--- config.mk ---
export PLATFORM = sky130hd
export DESIGN_NAME = adc_control_register_map
export DESIGN_NICKNAME = d
export VERILOG_FILES = /design/src/verilog/adc_ctrl_pkg.sv /design/src/verilog/adc_control_register_map.sv
export SDC_FILE = /design/constraint.sdc
export NUM_CORES = 1
export LEC_CHECK = 0
export BUFFER_PORTS_ARGS = -buffer_cell sky130_fd_sc_hd__buf_2
export CAP_MARGIN = 20
export CORE_MARGIN = 1.5
export CORE_UTILIZATION = 57
export DETAILED_ROUTE_END_ITERATION = 10
export PLACE_DENSITY = 0.89
export SLEW_MARGIN = 20
export SYNTH_ARGS = -nofsm -noshare
export SYNTH_HDL_FRONTEND = slang
export SYNTH_SLANG_ARGS = --single-unit
--- constraint.sdc ---
create_clock -name clk_sys -period 3.2 [get_ports clk_sys]
set_input_delay 0.96 -clock clk_sys [delete_from_list [all_inputs] [get_ports clk_sys]]
set_output_delay 0.96 -clock clk_sys [all_outputs]
set_load 0.03 [all_outputs]
--- src/verilog/adc_ctrl_pkg.sv ---
// package: register map, fields and reset values of the converter control bank
package adc_ctrl_pkg;
  localparam int ADDR_W = 9;
  localparam logic [8:0] OFS_SEL_LOW = 9'h004;
  localparam logic [8:0] OFS_SEL_HIGH = 9'h005;
  localparam logic [8:0] OFS_PWR_MODE = 9'h008;
  localparam logic [8:0] OFS_PATT1_LOW = 9'h019;
  localparam logic [8:0] OFS_PATT1_HIGH = 9'h01a;
  localparam logic [8:0] OFS_PATT2_LOW = 9'h01b;
  localparam logic [8:0] OFS_PATT2_HIGH = 9'h01c;
  localparam logic [8:0] OFS_STREAM = 9'h021;
  localparam logic [8:0] OFS_CHAN_PR = 9'h022;
  localparam logic [8:0] OFS_STROBE = 9'h0ff;
  localparam logic [8:0] OFS_OVERRIDE = 9'h100;
  localparam logic [8:0] OFS_IO2 = 9'h101;
  localparam logic [8:0] OFS_IO3 = 9'h102;
  localparam logic [8:0] OFS_SYNC = 9'h109;
  localparam logic [7:0] RST_ZERO = 8'h00;
  localparam logic [7:0] RST_STREAM = 8'h41;
  localparam logic [7:0] SEL_DATA_MASK = 8'h0f;
  localparam logic [7:0] SEL_HIGH_MASK = 8'h3f;
  localparam int SEL_CLK_LSB = 4;
  localparam int PIN_FUNC_BIT = 5;
  localparam int STREAM_DDR_LSB = 4;
  localparam logic [2:0] STREAM_DDR_ONE_LANE = 3'h4;
  localparam int CH_POWER_DOWN_PIN_BIT = 0;
  localparam int CH_ORST_BIT = 1;
  localparam int OVR_ENABLE_BIT = 6;
  localparam logic [2:0] OVR_RATE_MAX = 3'h3;
  localparam int STROBE_BIT = 0;
  localparam int N_DATA = 8;
  typedef enum logic [1:0] {
    PM_NORMAL = 2'b00,
    PM_POWER_DOWN = 2'b01,
    PM_STANDBY = 2'b10,
    PM_DIGITAL_RESET = 2'b11
  } power_mode_t;
  typedef struct packed {
    logic we;
    logic [8:0] addr;
    logic [7:0] wdata;
  } reg_write_t;
  typedef struct packed {
    logic dp_clk_en;
    logic dp_reset;
    logic out_en;
    logic chip_power_down;
  } datapath_ctl_t;
endpackage

--- src/verilog/adc_control_register_map.sv ---
// module: converter control register bank behind the serial port
`timescale 1ns/1ns
// Summary of operation
// - Low four index bits choose data channels
// - High index register also picks clock channels
// - Global settings hit all channels always
// - Registers except override act on write
// - Override applies only on strobe bit zero
// - Pin function bit: standby or power-down
// - Normal code keeps all channels active
// - Power-down: clocks off, reset, outputs off
// - Standby: clocks off, outputs off, no reset
// - Digital reset: datapath reset, port untouched
// - Serial port reset only by power-on
// - Stream code 100 selects DDR one lane
// - Speed upgrade request powers down chip
module adc_control_register_map (
  input wire logic clk_sys,
  input wire logic rst_b,
  input wire adc_ctrl_pkg::reg_write_t wr,
  input wire logic rd_en,
  input wire logic [8:0] rd_addr,
  input wire logic power_down_pin,
  output logic [7:0] rd_data,
  output logic rd_valid,
  output logic [7:0] chan_power_down,
  output logic [7:0] chan_output_reset,
  output logic [1:0] clk_chan_sel,
  output logic [15:0] user_pattern_one,
  output logic [15:0] user_pattern_two,
  output logic [7:0] stream_ctl,
  output logic ddr_one_lane,
  output logic [7:0] override_active,
  output logic [7:0] io_ctl_two,
  output logic [7:0] io_ctl_three,
  output logic [7:0] sync_ctl,
  output adc_ctrl_pkg::datapath_ctl_t dp_ctl,
  output adc_ctrl_pkg::power_mode_t eff_mode
);
  import adc_ctrl_pkg::*;

  // ==========================================================
  // register storage
  // rst_b is the power-on reset; mode codes never touch this bank
  logic [7:0] sel_low_r, sel_low_nxt;
  logic [7:0] sel_high_r, sel_high_nxt;
  logic [7:0] pwr_r, pwr_nxt;
  logic [7:0] patt_r [4];
  logic [7:0] patt_nxt [4];
  logic [7:0] stream_r, stream_nxt;
  logic [7:0] chpr_r [N_DATA];
  logic [7:0] chpr_nxt [N_DATA];
  logic [7:0] ovr_shadow_r, ovr_shadow_nxt;
  logic [7:0] ovr_active_r, ovr_active_nxt;
  logic [7:0] io2_r, io2_nxt;
  logic [7:0] io3_r, io3_nxt;
  logic [7:0] sync_r, sync_nxt;
  logic [7:0] rd_data_r, rd_data_nxt;
  logic rd_valid_r, rd_valid_nxt;
  logic [2:0] pin_s1_r, pin_s1_nxt;
  logic pin_level_r, pin_level_nxt;
  datapath_ctl_t dp_r, dp_nxt;
  power_mode_t mode_r, mode_nxt;
  logic [7:0] data_sel;
  logic upgrade;
  power_mode_t req_mode;

  // data channel select
  // low index picks channels 0-3, high index picks channels 4-7
  assign data_sel = {sel_high_r[3:0], sel_low_r[3:0]};

  always_comb begin
    sel_low_nxt = sel_low_r;
    sel_high_nxt = sel_high_r;
    pwr_nxt = pwr_r;
    patt_nxt = patt_r;
    stream_nxt = stream_r;
    chpr_nxt = chpr_r;
    ovr_shadow_nxt = ovr_shadow_r;
    ovr_active_nxt = ovr_active_r;
    io2_nxt = io2_r;
    io3_nxt = io3_r;
    sync_nxt = sync_r;
    if (wr.we) begin
      case (wr.addr)
        OFS_SEL_LOW: sel_low_nxt = wr.wdata & SEL_DATA_MASK;
        OFS_SEL_HIGH: sel_high_nxt = wr.wdata & SEL_HIGH_MASK;
        OFS_PWR_MODE: pwr_nxt = wr.wdata;
        OFS_PATT1_LOW: patt_nxt[0] = wr.wdata;
        OFS_PATT1_HIGH: patt_nxt[1] = wr.wdata;
        OFS_PATT2_LOW: patt_nxt[2] = wr.wdata;
        OFS_PATT2_HIGH: patt_nxt[3] = wr.wdata;
        OFS_STREAM: stream_nxt = wr.wdata;
        OFS_CHAN_PR: begin
          for (int i = 0; i < N_DATA; i++) begin
            if (data_sel[i]) begin
              chpr_nxt[i] = wr.wdata;
            end
          end
        end
        OFS_OVERRIDE: ovr_shadow_nxt = wr.wdata;
        OFS_STROBE: begin
          if (wr.wdata[STROBE_BIT]) begin
            ovr_active_nxt = ovr_shadow_r;
          end
        end
        OFS_IO2: io2_nxt = wr.wdata;
        OFS_IO3: io3_nxt = wr.wdata;
        OFS_SYNC: sync_nxt = wr.wdata;
        default: begin
        end
      endcase
    end
  end

  always_ff @(posedge clk_sys) begin
    if (!rst_b) begin
      sel_low_r <= SEL_DATA_MASK;
      sel_high_r <= SEL_HIGH_MASK;
      pwr_r <= RST_ZERO;
      patt_r <= '{default: RST_ZERO};
      stream_r <= RST_STREAM;
      chpr_r <= '{default: RST_ZERO};
      ovr_shadow_r <= RST_ZERO;
      ovr_active_r <= RST_ZERO;
      io2_r <= RST_ZERO;
      io3_r <= RST_ZERO;
      sync_r <= RST_ZERO;
    end else begin
      sel_low_r <= sel_low_nxt;
      sel_high_r <= sel_high_nxt;
      pwr_r <= pwr_nxt;
      patt_r <= patt_nxt;
      stream_r <= stream_nxt;
      chpr_r <= chpr_nxt;
      ovr_shadow_r <= ovr_shadow_nxt;
      ovr_active_r <= ovr_active_nxt;
      io2_r <= io2_nxt;
      io3_r <= io3_nxt;
      sync_r <= sync_nxt;
    end
  end

  // ==========================================================
  // read port: one cycle latency; unmapped reads zero
  always_comb begin
    rd_valid_nxt = rd_en;
    rd_data_nxt = RST_ZERO;
    if (rd_en) begin
      case (rd_addr)
        OFS_SEL_LOW: rd_data_nxt = sel_low_r;
        OFS_SEL_HIGH: rd_data_nxt = sel_high_r;
        OFS_PWR_MODE: rd_data_nxt = pwr_r;
        OFS_PATT1_LOW: rd_data_nxt = patt_r[0];
        OFS_PATT1_HIGH: rd_data_nxt = patt_r[1];
        OFS_PATT2_LOW: rd_data_nxt = patt_r[2];
        OFS_PATT2_HIGH: rd_data_nxt = patt_r[3];
        OFS_STREAM: rd_data_nxt = stream_r;
        OFS_CHAN_PR: begin
          // lowest selected channel answers
          for (int i = N_DATA - 1; i >= 0; i--) begin
            if (data_sel[i]) begin
              rd_data_nxt = chpr_r[i];
            end
          end
        end
        OFS_OVERRIDE: rd_data_nxt = ovr_shadow_r;
        OFS_IO2: rd_data_nxt = io2_r;
        OFS_IO3: rd_data_nxt = io3_r;
        OFS_SYNC: rd_data_nxt = sync_r;
        default: rd_data_nxt = RST_ZERO;
      endcase
    end
  end

  always_ff @(posedge clk_sys) begin
    if (!rst_b) begin
      rd_data_r <= RST_ZERO;
      rd_valid_r <= 1'b0;
    end else begin
      rd_data_r <= rd_data_nxt;
      rd_valid_r <= rd_valid_nxt;
    end
  end

  // ==========================================================
  // power mode resolution
  // pin passes three flops; a change counts when stages two and three agree
  // upgrade detection
  assign upgrade = ovr_active_r[OVR_ENABLE_BIT] && (ovr_active_r[2:0] > OVR_RATE_MAX);

  always_comb begin
    pin_s1_nxt = {pin_s1_r[1:0], power_down_pin};
    pin_level_nxt = (pin_s1_r[2] == pin_s1_r[1]) ? pin_s1_r[2] : pin_level_r;
    req_mode = power_mode_t'(pwr_r[1:0]);
    if (pin_level_r) begin
      req_mode = pwr_r[PIN_FUNC_BIT] ? PM_STANDBY : PM_POWER_DOWN;
    end
    if (upgrade) begin
      req_mode = PM_POWER_DOWN;
    end
    mode_nxt = req_mode;
    case (req_mode)
      PM_NORMAL: dp_nxt = '{dp_clk_en: 1'b1, dp_reset: 1'b0, out_en: 1'b1, chip_power_down: 1'b0};
      PM_POWER_DOWN: dp_nxt = '{dp_clk_en: 1'b0, dp_reset: 1'b1, out_en: 1'b0, chip_power_down: 1'b1};
      PM_STANDBY: dp_nxt = '{dp_clk_en: 1'b0, dp_reset: 1'b0, out_en: 1'b0, chip_power_down: 1'b0};
      PM_DIGITAL_RESET: dp_nxt = '{dp_clk_en: 1'b1, dp_reset: 1'b1, out_en: 1'b0, chip_power_down: 1'b0};
      default: dp_nxt = '{dp_clk_en: 1'b0, dp_reset: 1'b1, out_en: 1'b0, chip_power_down: 1'b1};
    endcase
  end

  always_ff @(posedge clk_sys) begin
    if (!rst_b) begin
      pin_s1_r <= 3'h0;
      pin_level_r <= 1'b0;
      mode_r <= PM_NORMAL;
      dp_r <= '{dp_clk_en: 1'b1, dp_reset: 1'b0, out_en: 1'b1, chip_power_down: 1'b0};
    end else begin
      pin_s1_r <= pin_s1_nxt;
      pin_level_r <= pin_level_nxt;
      mode_r <= mode_nxt;
      dp_r <= dp_nxt;
    end
  end

  // ==========================================================
  // outputs
  always_comb begin
    for (int i = 0; i < N_DATA; i++) begin
      chan_power_down[i] = chpr_r[i][CH_POWER_DOWN_PIN_BIT];
      chan_output_reset[i] = chpr_r[i][CH_ORST_BIT];
    end
  end
  assign clk_chan_sel = sel_high_r[SEL_CLK_LSB +: 2];
  assign user_pattern_one = {patt_r[1], patt_r[0]};
  assign user_pattern_two = {patt_r[3], patt_r[2]};
  assign stream_ctl = stream_r;
  assign ddr_one_lane = (stream_r[STREAM_DDR_LSB +: 3] == STREAM_DDR_ONE_LANE);
  assign override_active = ovr_active_r;
  assign io_ctl_two = io2_r;
  assign io_ctl_three = io3_r;
  assign sync_ctl = sync_r;
  assign dp_ctl = dp_r;
  assign eff_mode = mode_r;
  assign rd_data = rd_data_r;
  assign rd_valid = rd_valid_r;
endmodule // adc_control_register_map

======== Word level (Yosys, flattened, before mapping) ========
Cells that the tools add are included.
word-level totals
  register bits ........................... 181
  latch bits .............................. 0
  memory bits (writable) .................. 0
  ROM bits ................................ 0
  bits of input ports ..................... 31
  logic and storage cells ................. 100
  memories ................................ 0
operators by class
  add/sub/neg operators ................... 0
  $mul .................................... 0
  div/mod/pow operators ................... 0
  magnitude comparators ................... 1
  eq/ne operators ......................... 32
  shift-type cells ........................ 0
  mux-type cells .......................... 13
  bitwise gates (word level) .............. 0
  reductions and logical operators ........ 24
operators with widths
  cell                number
  $pmux 8 s13         1
  $eq 9x5->1 const B  8
  $eq 9x9->1 const B  8
  $mux 8              8
  $eq 9x3->1 const B  4
  $eq 9x6->1 const B  4
  $reduce_and 3->1    9
  $reduce_and 2->1    13
  $eq 9x4->1 const B  2
  $pmux 4 s4          1
  $eq 9x8->1 const B  1
  $mux 2              3
  $eq 2x2->1 const B  2
  $eq 3x3->1 const B  1
  $gt 3x2->1 const B  1
  $eq 2x1->1 const B  1
  $logic_not 2->1     1
  $eq 1x1->1          1
  $logic_and 1x1->1   1

======== Depth between registers and ports, before layout ========
Gate-level depths: netlist of run 1.
  depth after elaboration ................. 9
  gate-level depth with buffers ........... 7
  gate-level depth less buffers ........... 5

======== Worst setup path before layout of run 1 ========
No wires, ideal clock.
  kind .................................... input-to-reg
  start ................................... input port wr[13] (netlist name)
  end ..................................... register pwr_r[2]
  data arrival time ....................... 2.551 ns
  required time ........................... 3.072 ns
  slack ................................... 0.521 ns
  stages .................................. 6
  path buffers ............................ 1
  path through ............................ or3_4 or3b_4 or4_4 buf_6 mux2i_1 nor2_1
on the way
  word-level cells in the longest chain between the ends .. 2
ends and longest elaborated chain
  element                            RTL line                         source
  from (decl)                        adc_control_register_map.sv:20   input wire adc_ctrl_pkg::reg_write_t wr,
  $eq 9x4->1                         adc_control_register_map.sv:85   case (wr.addr)
  $reduce_and 2->1 (no source line)  n/a
  to (signal assigned)               adc_control_register_map.sv:132  pwr_r <= pwr_nxt;
  to (decl)                          adc_control_register_map.sv:47   logic [7:0] pwr_r, pwr_nxt;
Every way passes these cells.
A chain may end at the register's enable or synchronous reset.

======== Final worst setup path of run 1 ========
  start ................................... input port rd_addr[2]
  end ..................................... register rd_data_r[6] (netlist: rd_data[6])
on the way
  word-level cells in the longest chain between the ends .. 2
  elaborated cells between the ends (all ways) .. 14
ends and longest elaborated chain
  element                                   RTL line                         source
  from (decl)                               adc_control_register_map.sv:22   input wire logic [8:0] rd_addr,
  $eq 9x9->1, or another cell as far along  adc_control_register_map.sv:150  case (rd_addr)
  $pmux 8 s13 *                             adc_control_register_map.sv:150
  to (signal assigned)                      adc_control_register_map.sv:181  rd_data_r <= rd_data_nxt;
  to (decl)                                 adc_control_register_map.sv:58   logic [7:0] rd_data_r, rd_data_nxt;
Every way passes the cells marked *; elsewhere a longest branch is shown, timed or not.

==> results.md, run 1 <==
* Result of the run: completed
* Buffer and inverter count on the worst path at 1
* Type of origin of the critical path: primary input
* Remaining DRCs at 0
* Top post-synthesis cells by count: sky130_fd_sc_hd__dfxtp_1, sky130_fd_sc_hd__nand2_1, sky130_fd_sc_hd__nor2_1
* # fillers at ~1200
* Pin count of the biggest net entering global routing at 57
* Fin Clk Skew at just under 0.01 ns
* Worst setup slack after layout at around 0.67 ns
* Kind of cell adding the most delay to the critical path: simple AND/OR/NAND/NOR gates
* Netlist area before placement at 0.008340 mm²
* Clock latency at the later pin of the worst-skew pair at 0.44 ns
* Initial antenna violation count at 0
* Final Util at 0.6678
* Mean instance size in the synthesized netlist at approximately 8.5 µm²
* Total wirelength of the detailed-routed design at 25940 µm
* Most frequently used cell type in the post-synthesis netlist: sky130_fd_sc_hd__dfxtp_1
* # resized after CTS at 0
* Post-synth top area share at 0.4344
* Routing layer with the top usage in global route: met2
* Start-to-end type of the worst setup path: in -> reg
* Total clock sinks at ~180
* Number of vias in the routed layout at approximately 7900
* Ant diodes at 0
* Slowest-stage cell, CP: sky130_fd_sc_hd__or4_1
* Residual overflow from global routing at 0
* Number of slew-limit violations in the final report at 0
* Sequential area share after synthesis at 0.4344
* Met1 GRT Util at 0.4839
* Fin crit period at 2.526 ns
* Worst slack after detailed placement at 0.2948 ns
* Largest register by flop count: chpr_r
* Final hold violation count at 0
* Hold buffer count at CTS at 0
* Final clock period utilization by the worst path at 0.7893
* Met2 track utilization from global routing at 0.5097
* First-iteration detailed-routing DRC count at between 900 and 1000
* Number of primary I/O pins at 137
* Via-to-Cell Ratio at ~6.3
* Power density relative to cell area at roughly 480 mW/mm²
* Overall die height at 124.0 µm
* Max FFs per register at 48
* Post-route ant nets at 0
* Highest achievable clock rate at 395.9 MHz
* Number of enable flip-flop cells after synthesis at 0
* Buffer count from post-CTS setup fixing at 0
* Cell type with the highest aggregate area in the netlist: sky130_fd_sc_hd__dfxtp_1
* TritonRoute pass-1 iters at 6
* # port buffers at 136
* Gate count of the mapped netlist at 986
* Count of state elements after synthesis at 181
* CTS Buffer Depth at 2
* Clock tree from TritonCTS: done
* TNS Setup at 0 ns
* Area taken by flip-flops and latches at 0.003623 mm²
* Footprint of the multi-input gates at 0.004187 mm²
* Rows at 44
* Slew at the pin closest to its max-slew limit at 1.078 ns
* Total leakage power at between 3 and 4 nW
* Critical path required time at roughly 3.6 ns
* Ys async rst share at 0
* Setup Viol. Count Final at 0
* Net total in the final layout at 1100
* Sequence of cells on the critical path: buf_2, or4_1, nor3_2, nand2_1, a211o_1, a31oi_1
* Number of distinct standard cells referenced by the synthesized netlist at 60
* Synth area leaders: sky130_fd_sc_hd__dfxtp_1, sky130_fd_sc_hd__mux2i_1, sky130_fd_sc_hd__a21oi_1
* Die span in x at roughly 120 µm
* Core Footprint at 0.01442 mm²
* RSZ-0062 raised after global routing: false
* Clock slew at reported path FFs at 0.07 ns
* Peak supply drop at 0.4466 mV
* Arr. time, crit path at 2.87 ns
* Post-detail-place hpwl at roughly 18000 µm
* Count of yosys warnings during synthesis at 0
* Syn_nets at 1019
* Most used flip-flop cell after synthesis: sky130_fd_sc_hd__dfxtp_1
* Number of H-tree branching levels at 4
* Worst Hold Class: reg -> reg
* Largest fanout on the critical path at 13
* Fraction of layout cells with a size suffix above 1 at 0.2028
* Critical path's largest stage delay at 0.71 ns
* Maximum capacitance violations at 0
* Overall power of the completed layout at ~4.6 mW
* First-pass GRT wire length at 40010 µm
* Number of buffers added by the clock tree synthesis step at 17
* Area added between synthesis and finish at 15.48%
* Overall track demand over capacity in global routing at 0.3452
* Setup slack of the most critical reg-to-reg path at 0.92 ns
* Routability cong. at 1.014
* Max-slew headroom at 0.2806
* GRT met3 Usage at 0.08608
* Root buffer selected by CTS: sky130_fd_sc_hd__clkbuf_16
* Endpoint type of the worst setup path: register
* Number of global-route vias before repair at a little over 7000
* Die area at 0.01537 mm²
* Routed WL per cell at 20.52 µm
* Initial core utilization at 0.5782
-- per-stage QoR --
stage,std cells,instance area (µm²),hold WS (ns)
6_report,1264,9632,0.4391
3_3_place_gp,1232,9030,0.4199
2_1_floorplan,986,8341,0.4119
5_1_grt,1264,9632,0.4598
4_1_cts,1264,9632,0.4352
3_5_place_dp,1232,9030,0.4232
-- per-layer routing --
layer,up-vias,part of all wire
li1,3610,-
met1,3707,0.42
met2,522,0.44
met3,85,0.11
met4,0,0.036
met5,-,0
-- final cells by class --
| cell class | instances | share of cell area |
|---|---|---|
| clock buffer | 17 | 0.04417 |
| inverter | 25 | 0.01000 |
| timing repair buffer | 161 | 0.09275 |
| sequential | 181 | 0.3762 |
| clock inverter | 15 | 0.01832 |
| multi-input combinational | 681 | 0.4347 |
| tap | 184 | 0.02390 |
-- power by group --
| group | total [mW] | switching [mW] | internal, mW |
|---|---|---|---|
| sequential | 2.26 | 0.00216 | 2.25 |
| clock | 2.12 | 1.06 | 1.06 |
| combinational | 0.207 | 0.156 | 0.0510 |
-- kinds of logic (layout without fill, tap and decap cells) --
family,count (synthesis),count (layout),share of synthesized area
flops,181,181,0.4344
fa+ha+maj,2,2,0.003000
mux,106,106,0.1286
buf+inv,124,218,0.06526
simple gates,384,384,0.2229
xor+xnor,1,1,0.001050
compound gates,188,188,0.1448
-- cell usage in the layout, fill, tap and decap left out, drive strengths merged, types with 6 or more instances in the layout --
master	instances
or3	6
nor2	103
and2	6
dfxtp	181
clkbuf	17
nor4	8
inv	34
nand2b	11
clkinv	6
o21ai	14
a22oi	13
a211oi	9
mux2i	97
mux2	9
nand2	117
a21oi	94
a31oi	6
a22o	7
nand3b	12
buf	161
nor2b	10
nand3	80
nor3	8
a221oi	11
a221o	8
-- worst paths after layout --
check	startpoint	end	cells past startpoint
setup / recovery	rd_addr[2]	rd_data[6]$_SDFF_PN0_	6
hold / removal	pin_s1_r[0]$_SDFF_PN0_	pin_s1_r[1]$_SDFF_PN0_	1
setup reg to reg	sel_high_r[2]$_SDFFE_PN1P_	rd_data[1]$_SDFF_PN0_	5
hold reg to reg	pin_s1_r[0]$_SDFF_PN0_	pin_s1_r[1]$_SDFF_PN0_	1
No activity file was read; power rests on OpenSTA's default activity.
==> run 2: changes to the inputs <==
--- a/config.mk
+++ b/config.mk
@@ -5,12 +5,13 @@
 export SDC_FILE = /design/constraint.sdc
 export NUM_CORES = 1
 export LEC_CHECK = 0
+export ABC_AREA = 1
 export BUFFER_PORTS_ARGS = -buffer_cell sky130_fd_sc_hd__buf_2
 export CAP_MARGIN = 20
 export CORE_MARGIN = 1.5
-export CORE_UTILIZATION = 57
+export CORE_UTILIZATION = 56
 export DETAILED_ROUTE_END_ITERATION = 10
-export PLACE_DENSITY = 0.89
+export PLACE_DENSITY = 0.87
 export SLEW_MARGIN = 20
 export SYNTH_ARGS = -nofsm -noshare
 export SYNTH_HDL_FRONTEND = slang
==> constraint.sdc (replaced) <==
create_clock -name clk_sys -period 2.5 [get_ports clk_sys]
set_input_delay 0.75 -clock clk_sys [delete_from_list [all_inputs] [get_ports clk_sys]]
set_output_delay 0.75 -clock clk_sys [all_outputs]
set_load 0.03 [all_outputs]
==> run 2 against run 1 <==
- die area rose by 0.21%
- setup slack got worse by 0.33 ns
- synthesized cell count rose by 15%
- synthesized area fell by 1.5%
- sequential cell count did not move
- count of clock-buffer cells in the layout rose by 1
- largest power group is now the clock network
==> results.md, run 2 <==
* Result of the run: completed
* Switching power total at between 1 and 1.5 mW
* Number of distinct standard cells referenced by the synthesized netlist at 34
* Final Util at 0.6584
* Core Footprint at 0.01442 mm²
* First-pass GRT wire length at 39070 µm
* Largest register by flop count: chpr_r
* Syn_nets at 1164
* Post-synth top area share at 0.4413
* Area added between synthesis and finish at 15.65%
* # resized after CTS at 0
* Fraction of layout cells with a size suffix above 1 at 0.1831
* Clock latency at the later pin of the worst-skew pair at 0.45 ns
* CTS Buffer Depth at 2
* Routed WL per cell at between 15 and 20 µm
* Comb power frac at 0.043
* Sequential area share after synthesis at 0.4413
* Final hold violation count at 0
* Number of enable flip-flop cells after synthesis at 0
* Fin Clk Skew at 0.01373 ns
* Post-route ant nets at 0
* Net total in the final layout at 1261
* Setup slack of the most critical reg-to-reg path at ~0.73 ns
* Gate count of the mapped netlist at 1131
* Reg-to-reg startpoint: sel_high_r[1]$_SDFFE_PN1P_
* Hold buffer count at CTS at 0
* Die area at 0.01540 mm²
* Synth area leaders: sky130_fd_sc_hd__dfxtp_1, sky130_fd_sc_hd__a21oi_1, sky130_fd_sc_hd__nand2_1
* Remaining DRCs at 0
* Die span in x at 124.1 µm
* Number of slew-limit violations in the final report at 0
* Number of vias in the routed layout at 8362
* Internal power contribution at 4.659 mW
* Critical path required time at around 1.8 ns
* Post-detail-place hpwl at about 18000 µm
* Highest achievable clock rate at ~460 MHz
* Hold Crit Start: pin_s1_r[0]$_SDFF_PN0_
* Initial antenna violation count at 0
* Sequential Power Share at 0.477
* Overall die height at 124.1 µm
* Fin crit period at 2.158 ns
* Worst R2R End: rd_data[5]$_SDFF_PN0_
* End of the worst hold path: pin_s1_r[1]$_SDFF_PN0_
* Residual overflow from global routing at 0
* Number of primary I/O pins at roughly 140
* RSZ-0062 raised after global routing: false
* Mean instance size in the synthesized netlist at 7.261 µm²
* Count of state elements after synthesis at 181
* Rows at 44
* Total wirelength of the detailed-routed design at about 26000 µm
* Total leakage power at ~4.3 nW
* Setup Viol. Count Final at 0
* Most used flip-flop cell after synthesis: sky130_fd_sc_hd__dfxtp_1
* Buffer count from post-CTS setup fixing at 0
* Ys async rst share at 0
* Peak supply drop at 0.4605 mV
* Routability cong. at 1.035
* # port buffers at 136
* Type of origin of the critical path: register
* Most frequently used cell type in the post-synthesis netlist: sky130_fd_sc_hd__dfxtp_1
* Max-slew headroom at 0.4589
* Cell type with the highest aggregate area in the netlist: sky130_fd_sc_hd__dfxtp_1
* Largest fanout on the critical path at 5
* Count of yosys warnings during synthesis at 0
* First-iteration detailed-routing DRC count at 912
* Initial core utilization at 0.5693
* Maximum capacitance violations at 0
* Worst Hold Class: reg -> reg
* Power share of the clock group at 0.480
* Clock tree from TritonCTS: done
* Netlist area before placement at 0.008212 mm²
* Overall power of the completed layout at 6.058 mW
* Top post-synthesis cells by count: sky130_fd_sc_hd__dfxtp_1, sky130_fd_sc_hd__nand2_1, sky130_fd_sc_hd__a21oi_1
* TNS Setup at 0 ns
* Most frequent standard cell in the layout excluding fill and tap cells: sky130_fd_sc_hd__dfxtp_1
* Power density relative to cell area at 637.9 mW/mm²
* Root buffer selected by CTS: sky130_fd_sc_hd__clkbuf_16
* Pin count of the biggest net entering global routing at 50
* Endpoint type of the worst setup path: output port
* TritonRoute pass-1 iters at 5
* Total clock sinks at 181
* Max FFs per register at 48
* Switching part of the total at 0.2310
* Depth of the worst hold-timing path at 2
* Overall track demand over capacity in global routing at 0.3377
* Most used cells in the layout excluding fill and tap cells: sky130_fd_sc_hd__dfxtp_1, sky130_fd_sc_hd__nand2_1, sky130_fd_sc_hd__a21oi_1
* Number of buffers added by the clock tree synthesis step at 17
* Number of H-tree branching levels at 4
* Clock slew at reported path FFs at about 0.07 ns
* Via-to-Cell Ratio at between 5 and 6
* Arr. time, crit path at 1.41 ns
* Final clock period utilization by the worst path at 0.8632
* Start-to-end type of the worst setup path: reg -> out
* Number of global-route vias before repair at ~7600
* Worst Reg2Reg Path Length in Cells at 11
* Slew at the pin closest to its max-slew limit at about 0.8 ns
[run 2: through the flow]
stage / setup WS (ns) / hold WS, ns / instances / instance area [µm²]
2_1_floorplan: 0.4501 / 0.3905 / 1131 / 8212
5_1_grt: 0.3154 / 0.4396 / 1424 / 9494
6_report: 0.3420 / 0.4163 / 1425 / 9497
3_5_place_dp: 0.1492 / 0.4013 / 1393 / 8862
3_3_place_gp: 0.2200 / 0.3929 / 1393 / 8862
4_1_cts: 0.3444 / 0.4178 / 1424 / 9494
[run 2: kinds of logic (layout without fill, tap and decap cells)]
| logic type | after synthesis | in the layout | synth area share |
|---|---|---|---|
| simple gates | 436 | 436 | 0.2420 |
| compound gates | 327 | 327 | 0.2112 |
| buf+inv | 185 | 294 | 0.1025 |
| flops | 181 | 181 | 0.4413 |
| fa+ha+maj | 2 | 2 | 0.003047 |
| other cells | 0 | 1 | 0 |
[run 2: final cells by class]
class / count / area, µm²
Fill cell: 1211 / 4927
Multi-Input combinational cell: 765 / 3746
Sequential cell: 181 / 3623
Timing Repair Buffer: 160 / 875.8
Clock buffer: 18 / 439.2
Inverter: 103 / 386.6
Tap cell: 184 / 230.2
Clock inverter: 13 / 192.7
Antenna cell: 1 / 2.502
[run 2: how the worst max path moves through the flow]
| stage | start | to | slack, ns | cells after the start |
|---|---|---|---|---|
| detailed placement | wr[16] | chpr_r[34]$_SDFFE_PN0P_ | 0.15 | 8 |
| global route | stream_ctl[6]$_SDFFE_PN1P_ | ddr_one_lane | 0.32 | 2 |
| global placement | rd_addr[8] | rd_data[0]$_SDFF_PN0_ | 0.22 | 10 |
| finish | stream_ctl[6]$_SDFFE_PN1P_ | ddr_one_lane | 0.34 | 2 |
| floorplan | stream_ctl[6]$_SDFFE_PN1P_ | ddr_one_lane | 0.45 | 1 |
| CTS | stream_ctl[6]$_SDFFE_PN1P_ | ddr_one_lane | 0.34 | 2 |
[run 2: power groups by stage]
stage,combinational (mW),sequential (mW),clock (mW)
global route,0.278,2.89,3.03
finish,0.261,2.89,2.91
CTS,0.253,2.89,2.90
detailed placement,0.251,2.96,0
floorplan,0.139,2.96,0
global placement,0.247,2.96,0
[run 2: worst max-delay path: stages (launching register included)]
cell and delay, ns:
sky130_fd_sc_hd__dfxtp_1 0.50, sky130_fd_sc_hd__nor3b_1 0.23, sky130_fd_sc_hd__buf_2 0.23
[run 2: metal layers]
layer,track usage,part of all wire
met3,0.07647,0.092
met5,0,0
met4,0.2195,0.055
met1,0.3968,0.38
met2,0.5536,0.47
